### config.mk
export PLATFORM = sky130hd
export DESIGN_NAME = swcmp_cfg
export DESIGN_NICKNAME = d
export VERILOG_FILES = /design/src/shared/swcmp_pkg.sv /design/src/swcmp_cfg.sv
export VERILOG_INCLUDE_DIRS = /design/src /design/src/shared
export SDC_FILE = /design/constraint.sdc
export NUM_CORES = 1
export LEC_CHECK = 0
export BUFFER_PORTS_ARGS = -buffer_cell sky130_fd_sc_hd__buf_4
export CORE_MARGIN = 1.5
export CORE_UTILIZATION = 48
export DETAILED_ROUTE_END_ITERATION = 8
export GPL_ROUTABILITY_DRIVEN = 0
export MAX_ROUTING_LAYER = met4
export PLACE_DENSITY = 0.83
export SLEW_MARGIN = 20
export SYNTH_ARGS = -nofsm -noshare
export SYNTH_HDL_FRONTEND = slang
export SYNTH_SLANG_ARGS = --single-unit
### constraint.sdc
create_clock -name clock -period 0.99 [get_ports clock]
set_input_delay 0.0495 -clock clock [delete_from_list [all_inputs] [get_ports clock]]
set_output_delay 0.0495 -clock clock [all_outputs]
set_load 0.05 [all_outputs]
### src/shared/swcmp_consts.svh
// Purpose: Offsets, field positions, reset values and codes of the
//          comparator threshold and interrupt-edge configuration block.
// Assumes: Registers are 24 bits wide and word addressed by offset.
// Notes:   Included by its bare name; definitions only.
//
// Function
// - Threshold codes 0..3 select 2V, 2.7V, 3V and 4V.
// - Threshold bits 11-10 set the threshold of inputs 20 to 23.
// - Threshold bits 9-8 set the threshold of inputs 16 to 19.
// - Threshold bits 7-6 set the threshold of inputs 12 to 15.
// - Threshold bits 5-4 set the threshold of inputs 8 to 11.
// - Threshold bits 3-2 set the threshold of inputs 4 to 7.
// - Threshold bits 1-0 set the threshold of inputs 0 to 3.
// - Threshold register sits at 21h and resets to zero.
// - Low edge register sits at 22h and resets to zero.
// - Edge code 0 gives no comparator interrupt for that input.
// - Edge code 1 flags a rise above the group threshold.
// - Edge code 2 flags a fall below the group threshold.
// - Edge code 3 flags both rising and falling crossings.
// - Inputs 8 to 11 use bits 17-16 to 23-22, group two threshold.
// - Input 7 uses bits 15-14 against the group one threshold.
// - Inputs 12 to 23 use the high edge register, input 23 at 23-22.
`ifndef SWCMP_CONSTS_SVH
`define SWCMP_CONSTS_SVH

`define SWC_ADDR_W 6
`define SWC_DATA_W 24
`define SWC_OFS_THR 6'h21
`define SWC_OFS_EDGE_LO 6'h22
`define SWC_OFS_EDGE_HI 6'h23
`define SWC_THR_W 12
`define SWC_THR_RST 12'h000
`define SWC_EDGE_RST 24'h000000
`define SWC_NUM_IN 24
`define SWC_NUM_GRP 6
`define SWC_MV_W 12
`define SWC_MV_CODE0 12'h7d0
`define SWC_MV_CODE1 12'ha8c
`define SWC_MV_CODE2 12'hbb8
`define SWC_MV_CODE3 12'hfa0
`define SWC_GRP0_POS 0
`define SWC_GRP1_POS 2
`define SWC_GRP2_POS 4
`define SWC_GRP3_POS 6
`define SWC_GRP4_POS 8
`define SWC_GRP5_POS 10

`endif

### src/shared/swcmp_pkg.sv
// Purpose: Types shared by the comparator configuration block.
// Assumes: Constants come from swcmp_consts.svh.
// Notes:   No process lives here.
`default_nettype none
package swcmp_pkg;
	// Interrupt-edge selection per input.
	typedef enum logic [1:0] {
		SWCMP_EDGE_OFF = 2'h0,
		SWCMP_EDGE_RISE = 2'h1,
		SWCMP_EDGE_FALL = 2'h2,
		SWCMP_EDGE_BOTH = 2'h3
	} swcmp_edge_t;
	// Comparator threshold code of one group.
	typedef logic [1:0] swcmp_thr_t;
endpackage
`default_nettype wire

### src/swcmp_cfg.sv
// Purpose: Threshold and interrupt-edge configuration of the switch
//          comparator path, with per-input crossing detection.
// Assumes: Comparator results arrive as one bit per input, qualified by a
//          one-cycle sample strobe, already compared at the group level.
// Notes:   Every output comes straight from a flip-flop.
`timescale 1ns/10ps
`default_nettype none
`include "swcmp_consts.svh"
module swcmp_cfg (
	input wire logic clock,
	input wire logic arst_n,
	input wire logic reg_wr_en,
	input wire logic reg_rd_en,
	input wire logic [`SWC_ADDR_W-1:0] reg_addr,
	input wire logic [`SWC_DATA_W-1:0] reg_wdata,
	output logic [`SWC_DATA_W-1:0] reg_rdata_ff,
	output logic reg_rd_valid_ff,
	input wire logic cmp_valid,
	input wire logic [`SWC_NUM_IN-1:0] cmp_above,
	output logic [`SWC_NUM_GRP*`SWC_MV_W-1:0] grp_thr_mv_ff,
	output logic [2*`SWC_NUM_IN-1:0] in_thr_code_ff,
	output logic [`SWC_NUM_IN-1:0] cmp_event_ff
);

	// ====================================================================
	// Declarations
	logic [`SWC_THR_W-1:0] thr_ff;
	logic [`SWC_DATA_W-1:0] edge_lo_ff;
	logic [`SWC_DATA_W-1:0] edge_hi_ff;
	logic [`SWC_NUM_IN-1:0] prev_ff;
	logic prev_valid_ff;
	logic [2*`SWC_NUM_IN-1:0] edge_all;
	logic [`SWC_NUM_IN-1:0] nxt_event;
	logic [2*`SWC_NUM_IN-1:0] nxt_in_thr;
	logic [`SWC_NUM_GRP*`SWC_MV_W-1:0] nxt_grp_mv;
	logic [`SWC_DATA_W-1:0] nxt_rdata;
	logic wr_thr;
	logic wr_lo;
	logic wr_hi;

	// Threshold code to millivolt value for the comparator reference.
	function automatic logic [`SWC_MV_W-1:0] thr_mv(
		input swcmp_pkg::swcmp_thr_t code
	);
		logic [`SWC_MV_W-1:0] mv;
		case (code)
			2'h0: mv = `SWC_MV_CODE0;
			2'h1: mv = `SWC_MV_CODE1;
			2'h2: mv = `SWC_MV_CODE2;
			default: mv = `SWC_MV_CODE3;
		endcase
		return mv;
	endfunction

	// ====================================================================
	// Register port
	// Write strobes decoded once so each register block stays simple.
	assign wr_thr = reg_wr_en && (reg_addr == `SWC_OFS_THR);
	assign wr_lo = reg_wr_en && (reg_addr == `SWC_OFS_EDGE_LO);
	assign wr_hi = reg_wr_en && (reg_addr == `SWC_OFS_EDGE_HI);

	// Threshold register; only the twelve field bits are stored, so the
	// reserved upper bits can never hold a written value.
	always_ff @(posedge clock or negedge arst_n) begin
		if (!arst_n) begin
			thr_ff <= `SWC_THR_RST;
		end else if (wr_thr) begin
			thr_ff <= reg_wdata[`SWC_THR_W-1:0];
		end
	end

	// Low interrupt-edge register for inputs zero to eleven.
	always_ff @(posedge clock or negedge arst_n) begin
		if (!arst_n) begin
			edge_lo_ff <= `SWC_EDGE_RST;
		end else if (wr_lo) begin
			edge_lo_ff <= reg_wdata;
		end
	end

	// High interrupt-edge register for inputs twelve to twenty-three.
	always_ff @(posedge clock or negedge arst_n) begin
		if (!arst_n) begin
			edge_hi_ff <= `SWC_EDGE_RST;
		end else if (wr_hi) begin
			edge_hi_ff <= reg_wdata;
		end
	end

	// Read mux; unmapped offsets answer zero rather than stale data.
	always_comb begin
		nxt_rdata = '0;
		case (reg_addr)
			`SWC_OFS_THR: begin
				nxt_rdata = {12'h000, thr_ff};
			end
			`SWC_OFS_EDGE_LO: begin
				nxt_rdata = edge_lo_ff;
			end
			`SWC_OFS_EDGE_HI: begin
				nxt_rdata = edge_hi_ff;
			end
			default: begin
				nxt_rdata = '0;
			end
		endcase
	end

	// Read data is captured on the strobe and held until the next read.
	always_ff @(posedge clock or negedge arst_n) begin
		if (!arst_n) begin
			reg_rdata_ff <= '0;
		end else if (reg_rd_en) begin
			reg_rdata_ff <= nxt_rdata;
		end
	end

	// One-cycle marker that read data is fresh.
	always_ff @(posedge clock or negedge arst_n) begin
		if (!arst_n) begin
			reg_rd_valid_ff <= 1'b0;
		end else begin
			reg_rd_valid_ff <= reg_rd_en;
		end
	end

	// ====================================================================
	// Group thresholds
	// Each group field drives its own reference value.
	always_comb begin
		nxt_grp_mv = '0;
		nxt_grp_mv[0*`SWC_MV_W +: `SWC_MV_W] =
			thr_mv(thr_ff[`SWC_GRP0_POS +: 2]);
		nxt_grp_mv[1*`SWC_MV_W +: `SWC_MV_W] =
			thr_mv(thr_ff[`SWC_GRP1_POS +: 2]);
		nxt_grp_mv[2*`SWC_MV_W +: `SWC_MV_W] =
			thr_mv(thr_ff[`SWC_GRP2_POS +: 2]);
		nxt_grp_mv[3*`SWC_MV_W +: `SWC_MV_W] =
			thr_mv(thr_ff[`SWC_GRP3_POS +: 2]);
		nxt_grp_mv[4*`SWC_MV_W +: `SWC_MV_W] =
			thr_mv(thr_ff[`SWC_GRP4_POS +: 2]);
		nxt_grp_mv[5*`SWC_MV_W +: `SWC_MV_W] =
			thr_mv(thr_ff[`SWC_GRP5_POS +: 2]);
	end

	// Registered so the analog reference sees a glitch-free value.
	always_ff @(posedge clock or negedge arst_n) begin
		if (!arst_n) begin
			grp_thr_mv_ff <= {`SWC_NUM_GRP{`SWC_MV_CODE0}};
		end else begin
			grp_thr_mv_ff <= nxt_grp_mv;
		end
	end

	// ====================================================================
	// Per-input edge selection and crossing detection
	// Both edge registers seen as one field array, input n at bits 2n+1:2n.
	assign edge_all = {edge_hi_ff, edge_lo_ff};

	genvar gi;
	generate
		for (gi = 0; gi < `SWC_NUM_IN; gi = gi + 1) begin : g_in
			swcmp_pkg::swcmp_edge_t mode;
			logic rise;
			logic fall;
			assign mode = swcmp_pkg::swcmp_edge_t'(edge_all[2*gi +: 2]);
			// Input gi belongs to group gi/4 and follows that threshold.
			assign nxt_in_thr[2*gi +: 2] =
				thr_ff[2*(gi/4) +: 2];
			// A crossing is a change between two successive samples.
			assign rise = cmp_above[gi] && !prev_ff[gi];
			assign fall = !cmp_above[gi] && prev_ff[gi];
			always_comb begin
				nxt_event[gi] = 1'b0;
				if (cmp_valid && prev_valid_ff) begin
					case (mode)
						swcmp_pkg::SWCMP_EDGE_OFF: begin
							nxt_event[gi] = 1'b0;
						end
						swcmp_pkg::SWCMP_EDGE_RISE: begin
							nxt_event[gi] = rise;
						end
						swcmp_pkg::SWCMP_EDGE_FALL: begin
							nxt_event[gi] = fall;
						end
						default: begin
							nxt_event[gi] = rise || fall;
						end
					endcase
				end
			end
		end
	endgenerate

	// Previous sample per input; only updated on a sample strobe.
	always_ff @(posedge clock or negedge arst_n) begin
		if (!arst_n) begin
			prev_ff <= '0;
		end else if (cmp_valid) begin
			prev_ff <= cmp_above;
		end
	end

	// The first sample after reset only sets the reference, because no
	// earlier level exists to call a crossing against.
	always_ff @(posedge clock or negedge arst_n) begin
		if (!arst_n) begin
			prev_valid_ff <= 1'b0;
		end else if (cmp_valid) begin
			prev_valid_ff <= 1'b1;
		end
	end

	// Event pulses and per-input threshold codes.
	always_ff @(posedge clock or negedge arst_n) begin
		if (!arst_n) begin
			cmp_event_ff <= '0;
			in_thr_code_ff <= '0;
		end else begin
			cmp_event_ff <= nxt_event;
			in_thr_code_ff <= nxt_in_thr;
		end
	end

	// ====================================================================
	// Assertions
	property p_code_mv;
		@(posedge clock) disable iff (!arst_n)
		(thr_ff[1:0] == 2'h1) |=> (grp_thr_mv_ff[11:0] == 12'ha8c);
	endproperty
	a_code_mv: assert property (p_code_mv)
		else $error("Code 1 did not give 2.7V.");

	property p_grp5;
		@(posedge clock) disable iff (!arst_n)
		(wr_thr && reg_wdata[11:10] == 2'h3) |=> ##1
		(grp_thr_mv_ff[71:60] == 12'hfa0);
	endproperty
	a_grp5: assert property (p_grp5)
		else $error("Group five threshold not taken from bits 11-10.");

	property p_grp0;
		@(posedge clock) disable iff (!arst_n)
		(wr_thr && reg_wdata[1:0] == 2'h2) |=> ##1
		(grp_thr_mv_ff[11:0] == 12'hbb8);
	endproperty
	a_grp0: assert property (p_grp0)
		else $error("Group zero threshold not taken from bits 1-0.");

	// Middle groups, each watched at a code that a normal setup writes.
	property p_grp1;
		@(posedge clock) disable iff (!arst_n)
		(thr_ff[3:2] == 2'h2) |=> (grp_thr_mv_ff[23:12] == 12'hbb8);
	endproperty
	a_grp1: assert property (p_grp1)
		else $error("Group one threshold not taken from bits 3-2.");

	property p_grp2;
		@(posedge clock) disable iff (!arst_n)
		(thr_ff[5:4] == 2'h3) |=> (grp_thr_mv_ff[35:24] == 12'hfa0);
	endproperty
	a_grp2: assert property (p_grp2)
		else $error("Group two threshold not taken from bits 5-4.");

	property p_grp3;
		@(posedge clock) disable iff (!arst_n)
		(thr_ff[7:6] == 2'h1) |=> (grp_thr_mv_ff[47:36] == 12'ha8c);
	endproperty
	a_grp3: assert property (p_grp3)
		else $error("Group three threshold not taken from bits 7-6.");

	property p_grp4;
		@(posedge clock) disable iff (!arst_n)
		(thr_ff[9:8] == 2'h0) |=> (grp_thr_mv_ff[59:48] == 12'h7d0);
	endproperty
	a_grp4: assert property (p_grp4)
		else $error("Group four threshold not taken from bits 9-8.");

	property p_thr_read;
		@(posedge clock) disable iff (!arst_n)
		(reg_rd_en && reg_addr == `SWC_OFS_THR) |=>
		(reg_rd_valid_ff && reg_rdata_ff[23:12] == 12'h000 &&
		reg_rdata_ff[11:0] == $past(thr_ff));
	endproperty
	a_thr_read: assert property (p_thr_read)
		else $error("Threshold read wrong or reserved bits set.");

	property p_lo_rw;
		@(posedge clock) disable iff (!arst_n)
		(wr_lo && !reg_rd_en) ##1 (!reg_wr_en && !reg_rd_en) ##1
		(reg_rd_en && !reg_wr_en && reg_addr == `SWC_OFS_EDGE_LO) |=>
		(reg_rdata_ff == $past(reg_wdata, 3));
	endproperty
	a_lo_rw: assert property (p_lo_rw)
		else $error("Low edge register did not read back.");

	property p_off;
		@(posedge clock) disable iff (!arst_n)
		(edge_all[1:0] == 2'h0) |=> !cmp_event_ff[0];
	endproperty
	a_off: assert property (p_off)
		else $error("Event raised with edge code 0.");

	property p_rise;
		@(posedge clock) disable iff (!arst_n)
		(cmp_valid && prev_valid_ff && edge_all[1:0] == 2'h1 &&
		cmp_above[0] && !prev_ff[0]) |=> cmp_event_ff[0];
	endproperty
	a_rise: assert property (p_rise)
		else $error("Rising crossing on input 0 missed.");

	property p_fall;
		@(posedge clock) disable iff (!arst_n)
		(cmp_valid && prev_valid_ff && edge_lo_ff[15:14] == 2'h2 &&
		!cmp_above[7] && prev_ff[7]) |=> cmp_event_ff[7];
	endproperty
	a_fall: assert property (p_fall)
		else $error("Falling crossing on input 7 missed.");

	property p_both;
		@(posedge clock) disable iff (!arst_n)
		(cmp_valid && prev_valid_ff && edge_hi_ff[23:22] == 2'h3 &&
		cmp_above[23] != prev_ff[23]) |=> cmp_event_ff[23];
	endproperty
	a_both: assert property (p_both)
		else $error("Crossing on input 23 missed with code 3.");

	property p_in8_thr;
		@(posedge clock) disable iff (!arst_n)
		##1 (in_thr_code_ff[17:16] == $past(thr_ff[5:4]));
	endproperty
	a_in8_thr: assert property (p_in8_thr)
		else $error("Input 8 does not follow group two threshold.");

	property p_no_change;
		@(posedge clock) disable iff (!arst_n)
		(cmp_valid && cmp_above == prev_ff) |=> (cmp_event_ff == '0);
	endproperty
	a_no_change: assert property (p_no_change)
		else $error("Event without a change of sample.");

	c_rise: cover property (@(posedge clock) disable iff (!arst_n)
		cmp_event_ff[0]);
	c_both23: cover property (@(posedge clock) disable iff (!arst_n)
		cmp_event_ff[23]);
	c_fall7: cover property (@(posedge clock) disable iff (!arst_n)
		cmp_event_ff[7]);
	c_thr4v: cover property (@(posedge clock) disable iff (!arst_n)
		grp_thr_mv_ff[71:60] == 12'hfa0);

endmodule
`default_nettype wire

After elaboration in Yosys (flattened, before gate mapping)
Index checks and enable logic that the tools add are counted.

Memory bits (read-only): 0. Logic and storage cells: 282. Bits in registers: 254. RAM bits: 0. Latch bits: 0. Output and inout bits: 169. Memories: 0. Input port bits: 59.

Bitwise logic cells: 0. $mul: 0. Add/subtract/negate cells: 0. Shifts and indexed selects: 0. Muxes and demuxes: 55. Equality and inequality tests: 63. Magnitude comparators: 0. Div/mod/pow operators: 0. Reductions and logical operators: 154.

Operator list (number): 12-bit one-hot mux with 3 select lines (6); 1-bit one-hot mux with 3 select lines (24); 24-bit one-hot mux with 3 select lines (1); 2-bit by 1-bit equality test with 1-bit output (second input constant) (30); 2-bit equality test (second input constant) (30); 2-bit logical NOT (30); 1-bit logical AND (52); 1-bit logical NOT (48); 1-bit logical OR (24); 1-bit two-way mux (24); 6-bit equality test (second input constant) (3).

Depth between registers and ports, before layout
Gate-level depths: netlist of run 1.

Word-level depth: 5. Depth in mapped cells: 5. Depth with buffers taken out: 5.

Worst setup path before layout of run 1
No wires, ideal clock.

Kind: input to register. Start: input port reg_addr[3]. End: register edge_hi_ff[0]. Arrival time: 1206 ps. Library setup time: 125 ps. Data required time: 865 ps. Setup slack: -341 ps. Cell stages on the path: 5. Path buffers: 2. Cell sequence: nor4b_4 > and4_1 > buf_4 > buf_6 > mux2_2.

Word-level cells in the longest chain between the ends: 2.

RTL lines: start, declared (RTL line swcmp_cfg.sv:14) `` input wire logic [`SWC_ADDR_W-1:0] reg_addr, ``; 6-bit equality test; 1-bit logical AND (RTL line swcmp_cfg.sv:60) `` assign wr_hi = reg_wr_en && (reg_addr == `SWC_OFS_EDGE_HI); ``; end signal, assigned (RTL line swcmp_cfg.sv:84) `` edge_hi_ff <= `SWC_EDGE_RST; ``; end signal, assigned (RTL line swcmp_cfg.sv:86) `edge_hi_ff <= reg_wdata;`; end, declared (RTL line swcmp_cfg.sv:29) `` logic [`SWC_DATA_W-1:0] edge_hi_ff; ``.

No other way between the ends. A chain may end at the register's enable or synchronous reset.

Worst setup path in the final report of run 1
Start: register grp_thr_mv_ff[64]. End: output port grp_thr_mv_ff[64].

RTL lines: start, declared (RTL line swcmp_cfg.sv:20) `` output logic [`SWC_NUM_GRP*`SWC_MV_W-1:0] grp_thr_mv_ff, ``; start signal, assigned (RTL line swcmp_cfg.sv:149) `` grp_thr_mv_ff <= {`SWC_NUM_GRP{`SWC_MV_CODE0}}; ``; start signal, assigned (RTL line swcmp_cfg.sv:151) `grp_thr_mv_ff <= nxt_grp_mv;`.

No word-level cell between the ends.

==> impl_metrics.toml, run 1 <==
[worst_setup_path]
critPathBufInv = 1
worstPathRequired_ps = 940
worstSetupPathDepth = 1
r2r_cells = 4
cp_top_family = "flip-flops"
crit_arrival_ps = 1140
start_kind = "flop"
crit_fanout = 1
slowest_delay_ps = 550
slowest_stage = "dfstp_2"
crit_type = "reg2out"
worstPathCellList = "buf_8"
crit_path_end_kind = "output pin"

[logic_synthesis]
synth_seq_cells = 194
synth-xor-area-share = 0
syn_inst = 756
syn_area_um2 = 9020
synth-simple-area-share = 0.0607
yosysSeqAreaShare = 0.541
synth_top_family_by_area = "adder cells"
ys_types = 29
avgSynthCellArea_um2 = 11.9
synth_compound_area_frac = 0.0721
synth_adder_area_share = 0.116
synth_mux_area_frac = 0.103
ys_warn_count = 0

[detailed_routing]
totalWireLength_um = 24100
via_per_inst = 5.12
drc = 0
wl_per_cell_um = 18.7
drt_iter0_drc = 263
first_pass_iters = 5
postRouteAntennaNets = 0
vias = 6608

[power]
power.leakage_nw = 6.46
internal_power_mw = 16.0
finalPower_mw = 24.7
peakVddDrop_mv = 1.47
p_sw_frac = 0.354
p_clk_frac = 0.279
combPwrFrac = 0.319
pwr-share-seq = 0.401
p_sw_mw = 8.76
p_per_area_nw_per_um2 = 1850

[floorplanning]
dieArea_um2 = 19600
io_pins = 228
start_util = 0.495
fp-row-count = 49
core_um2 = 18200
fp.dieH_um = 140
die_w_um = 140

[clocking]
clk_path_buf_depth = 2
cts_tree = "built"
clk_transition_reported_paths_ps = 80
cts.sinks = 194
htreeDepth = 4
clock-root-buffer = "clkbuf_16"
clk_latency_ps = 450
cts_buffers = 17

[global_route]
grtUsageMet2 = 0.439
grt_usage = 0.254
grt_busiest_layer = "met2"
use_met3 = 0.0578
grt-ovfl-total = 0
use_met1 = 0.290
grt_pass1_vias = 7137
grt_first_pass_wirelength_um = 37200
grt_antenna_before_repair = 1
grt_max_degree = 33

[final_layout]
postLayoutCoreUtil = 0.734
area_growth_pct = 48.1
layout-drive-gt1-share = 0.476
most-common-layout-cells = "dfrtp_1, buf_6, buf_4, inv_1, ha_1"
stdcell_area_um2 = 13400
nets = 1191
final_common_cell = "dfrtp_1"

[timing]
fmax_mhz = 843
post-route-min-period_ps = 1190
rsz0062_at_grt = "yes"
hold_viol_final = 0
setup_violations = 193
finalCritPeriodShare = 1.20
final_max_slew_viol_count = 0
timing.setup.tns_ps = -16710
finalWorstSetupSlack_ps = -197
fin_skew_ps = 11.0

[worst_hold_path]
hp-class = "in2async"

[placed_design]
dp_hpwl_um = 14800
place_worst_setup_slack_ps = -420
dpl_cell_area_um2 = 11000
io_buffers = 203

[status]
violations = "negative setup slack"
outcome = "finished, violations left"

[job]
max-cap-violations = 0
[stage by stage]
step	hold WS [ps]	cells
6_report	71.3	1291
2_1_floorplan	-246	778
3_3_place_gp	-11.2	1184
4_1_cts	75.7	1276
5_1_grt	98.5	1291
3_5_place_dp	-13.2	1184
[cells in the mapped netlist (all sizes together)]
cell      n  area [um^2]
a22oi    12         90.1
conb      2         7.51
nor4b     1         23.8
buf      69          509
nand2    46          173
mux2i    12          120
nor2b     9         56.3
o22ai    24          150
o21ai    28          140
dfstp    24          631
nand3b   24          180
a21oi    24          120
o211ai   20          150
and4      1         8.76
nand3     2         15.0
dfrtp   170         4250
clkbuf   15         57.6
nor2      2         7.51
nand4b    1         8.76
or2      12         75.1
inv     102          383
ha       84         1050
mux2     72          811
[cells by family after synthesis]
logic type / after synthesis
AOI/OAI and AO/OA: 108
buffers and inverters: 186
DFF: 194
adders and majority gates: 84
and+or+nand+nor: 98
muxes: 84
other: 2
[per-layer routing]
| layer | part of all wire | up-vias |
|---|---|---|
| li1 | - | 2992 |
| met1 | 0.39 | 3326 |
| met2 | 0.54 | 245 |
| met3 | 0.051 | 45 |
| met4 | 0.023 | 0 |
| met5 | 0 | - |
[path summary, 6_finish.rpt]
check	start	end	slack, ps
max in group asynchronous	arst_n	grp_thr_mv_ff[46]	330
worst min-delay path	arst_n	reg_rdata_ff[17]	70
worst min register to register	prev_valid_ff	prev_valid_ff	490
worst max register to register	prev_ff[0]	cmp_event_ff[0]	-130
worst max-delay path	grp_thr_mv_ff[64]	grp_thr_mv_ff[64]	-200
min in group clock	cmp_above[22]	cmp_event_ff[22]	110
[sequential cells by signal, summed over array words and instances, names as in the netlist]
signal	flops
grp_thr_mv_ff	48
cmp_event_ff	24
edge_hi_ff	24
edge_lo_ff	24
prev_ff	24
reg_rdata_ff	24
in_thr_code_ff	12
thr_ff	12
prev_valid_ff	1
reg_rd_valid_ff	1
[power groups by stage]
stage	Clock [mW]	Combinational [mW]	Sequential (mW)
finish	6.90	7.90	9.93
global route	7.35	8.29	10.0
CTS	6.94	7.61	9.87
detailed placement	0	6.56	9.78
global placement	0	6.41	9.73
floorplan	0	2.70	11.6
[repair_timing]
action	in CTS	in global routing
hold buffers	51	0
gates resized for setup	231	42
buffers inserted	9	14
setup endpoints to repair	204	210
gates cloned	0	0
endpoints found under the hold margin	266	0
pin swaps	10	9
[final cells by class]
type                       instances  area, um^2
fill                            1104        4840
multi-input combinational        398        3750
tap                              229         287
sequential                       194        4910
antenna                            1        2.50
clock inverter                    14         145
inverter                         102         410
timing repair buffer             335        3420
clock buffer                      18         439
No activity file was read; power rests on OpenSTA's default activity.
==> inputs of run 2 (changes only) <==
--- a/config.mk
+++ b/config.mk
@@ -8,11 +8,11 @@
 export LEC_CHECK = 0
 export BUFFER_PORTS_ARGS = -buffer_cell sky130_fd_sc_hd__buf_4
 export CORE_MARGIN = 1.5
-export CORE_UTILIZATION = 48
+export CORE_UTILIZATION = 53
 export DETAILED_ROUTE_END_ITERATION = 8
 export GPL_ROUTABILITY_DRIVEN = 0
 export MAX_ROUTING_LAYER = met4
-export PLACE_DENSITY = 0.83
+export PLACE_DENSITY = 0.87
 export SLEW_MARGIN = 20
 export SYNTH_ARGS = -nofsm -noshare
 export SYNTH_HDL_FRONTEND = slang
==> constraint.sdc (replaced) <==
create_clock -name clock -period 1.33 [get_ports clock]
set_input_delay 0.0665 -clock clock [delete_from_list [all_inputs] [get_ports clock]]
set_output_delay 0.0665 -clock clock [all_outputs]
set_load 0.05 [all_outputs]
==> run 2 against run 1 <==
Net effect:
- the flow now finishes without violations
- core utilization is 2.9 points lower
- clock skew is 3.5 ps higher
- final area is 13% lower
- critical path type is now reg2reg
- largest power group unchanged
- highest routed layer unchanged
==> impl_metrics.toml, run 2 (same netlist as run 1, synthesis figures left out) <==
[final_layout]
area_growth_pct = 29.5
most-common-layout-cells = "buf_4, dfrtp_1, inv_1, ha_1, mux2_2"
stdcell_count = 1227
largest-register = "grp_thr_mv_ff"
stdcell_area_um2 = 11700
largest_reg_flops = 48
num_antenna_cells = 0
num-fill-cells = 1140
final_common_cell = "buf_4"
nets = 1137
layout-drive-gt1-share = 0.367

[clocking]
cts_buffers = 17
clk_latency_ps = 440
clk_transition_reported_paths_ps = 70
cts.sinks = 194
htreeDepth = 4
cts_tree = "built"
cts_resized = 0
clock-root-buffer = "clkbuf_16"
clk_path_buf_depth = 2

[worst_hold_path]
worstHoldStart = "reg_addr[0]"
hp-class = "in2reg"

[timing]
hold_viol_final = 0
timing.setup.tns_ps = 0
fin_skew_ps = 14.6
final_max_slew_viol_count = 0
rsz0062_at_grt = "no"
finalWorstSetupSlack_ps = 78.3
finalCritPeriodShare = 0.941
setup_violations = 0
post-route-min-period_ps = 1250
fmax_mhz = 799

[power]
finalPower_mw = 16.8
peakVddDrop_mv = 0.928
p_per_area_nw_per_um2 = 1440
power.leakage_nw = 5.96

[detailed_routing]
drt_iter0_drc = 231
wl_per_cell_um = 17.2
first_pass_iters = 4
postRouteAntennaNets = 0
drc = 0
via_per_inst = 5.13
totalWireLength_um = 21100
vias = 6293

[global_route]
grt_first_pass_wirelength_um = 34000
grt_pass1_vias = 6704
grt_max_degree = 48
grt_usage = 0.255
grt-ovfl-total = 0
grt_antenna_before_repair = 0

[placed_design]
io_buffers = 203
place_worst_setup_slack_ps = -162
dpl_cell_area_um2 = 10600
dp_hpwl_um = 14500
placedCellCount = 1145

[worst_setup_path]
critical_path.startpoint = "thr_ff[0]"
worstPathRequired_ps = 1650
worstPathCellList = "inv_1 -> ha_1 -> or2_2"
r2r_slack_ps = 80
crit_path_end_kind = "flop"
r2r_start = "thr_ff[0]"
crit_type = "reg2reg"
start_kind = "flop"
slowest_stage = "dfrtp_1"
crit_fanout = 7
slowest_delay_ps = 490
crit_arrival_ps = 1570

[status]
outcome = "complete, no violations"

[floorplanning]
io_pins = 228
die_w_um = 133
core_um2 = 16600
fp-row-count = 47
dieArea_um2 = 17800
fp.dieH_um = 133
start_util = 0.544

[job]
max-cap-violations = 0
-- run 2: cell count changes in the layout (fill, tap and decap cells not counted), moves of 21 or more --
cell     delta
buf_4     +106
buf_6     -134
buf_8      -24
dfrtp_1    +23
dfrtp_2    -23
ha_1       +27
ha_4       -21
mux2_2     +24
mux2_4     -25
-- run 2: what timing repair did --
item / in CTS / in global routing
hold endpoints to repair: 262 / 0
hold buffers: 50 / 0
buffers inserted: 0 / 0
-- run 2: per-stage QoR --
stage	util	hold WS, ps
2_1_floorplan	-	-229
3_3_place_gp	0.641	52.1
3_5_place_dp	0.641	57.3
4_1_cts	0.705	1.30
5_1_grt	0.705	18.6
6_report	0.705	22.7
-- run 2: worst max-delay path, delay by kind of cell (launching register included) --
kind | cells | cell delay [ps]
buffers and inverters | 1 | 130
adders and majority gates | 1 | 230
DFF | 1 | 490
and+or+nand+nor | 1 | 280
-- run 2: final timing paths --
| path | end | cells past startpoint |
|---|---|---|
| worst max register to register | grp_thr_mv_ff[5] | 3 |
| worst min register to register | prev_valid_ff | 1 |
| min in group asynchronous | cmp_event_ff[8] | 2 |
| worst max-delay path | grp_thr_mv_ff[5] | 3 |
| worst min-delay path | reg_rdata_ff[1] | 3 |
| max in group asynchronous | grp_thr_mv_ff[28] | 3 |
-- run 2: layer usage --
layer / GRT usage / routed length (um) / up-vias
met5: - / 0 / -
met4: 0.0918 / 465 / 0
met3: 0.0597 / 1260 / 43
met2: 0.434 / 10800 / 234
met1: 0.298 / 8560 / 3128
li1: - / - / 2888
-- run 2: final cells by class --
cell class	instances	area, um^2	share of cell area
Multi-Input combinational cell	398	3270	0.280
Clock buffer	19	433	0.0370
Sequential cell	194	4880	0.418
Tap cell	220	275	0.0236
Inverter	102	383	0.0328
Clock inverter	13	125	0.0107
Timing Repair Buffer	281	2320	0.198
-- run 2: power breakdown --
| group | switching (mW) | leakage (nW) | total [mW] | internal [mW] |
|---|---|---|---|---|
| registers | 0.532 | 2.50 | 7.24 | 6.70 |
| logic | 3.14 | 3.19 | 4.68 | 1.55 |
| clock network | 2.31 | 0.270 | 4.93 | 2.62 |
| total | 5.97 | 5.96 | 16.8 | 10.9 |
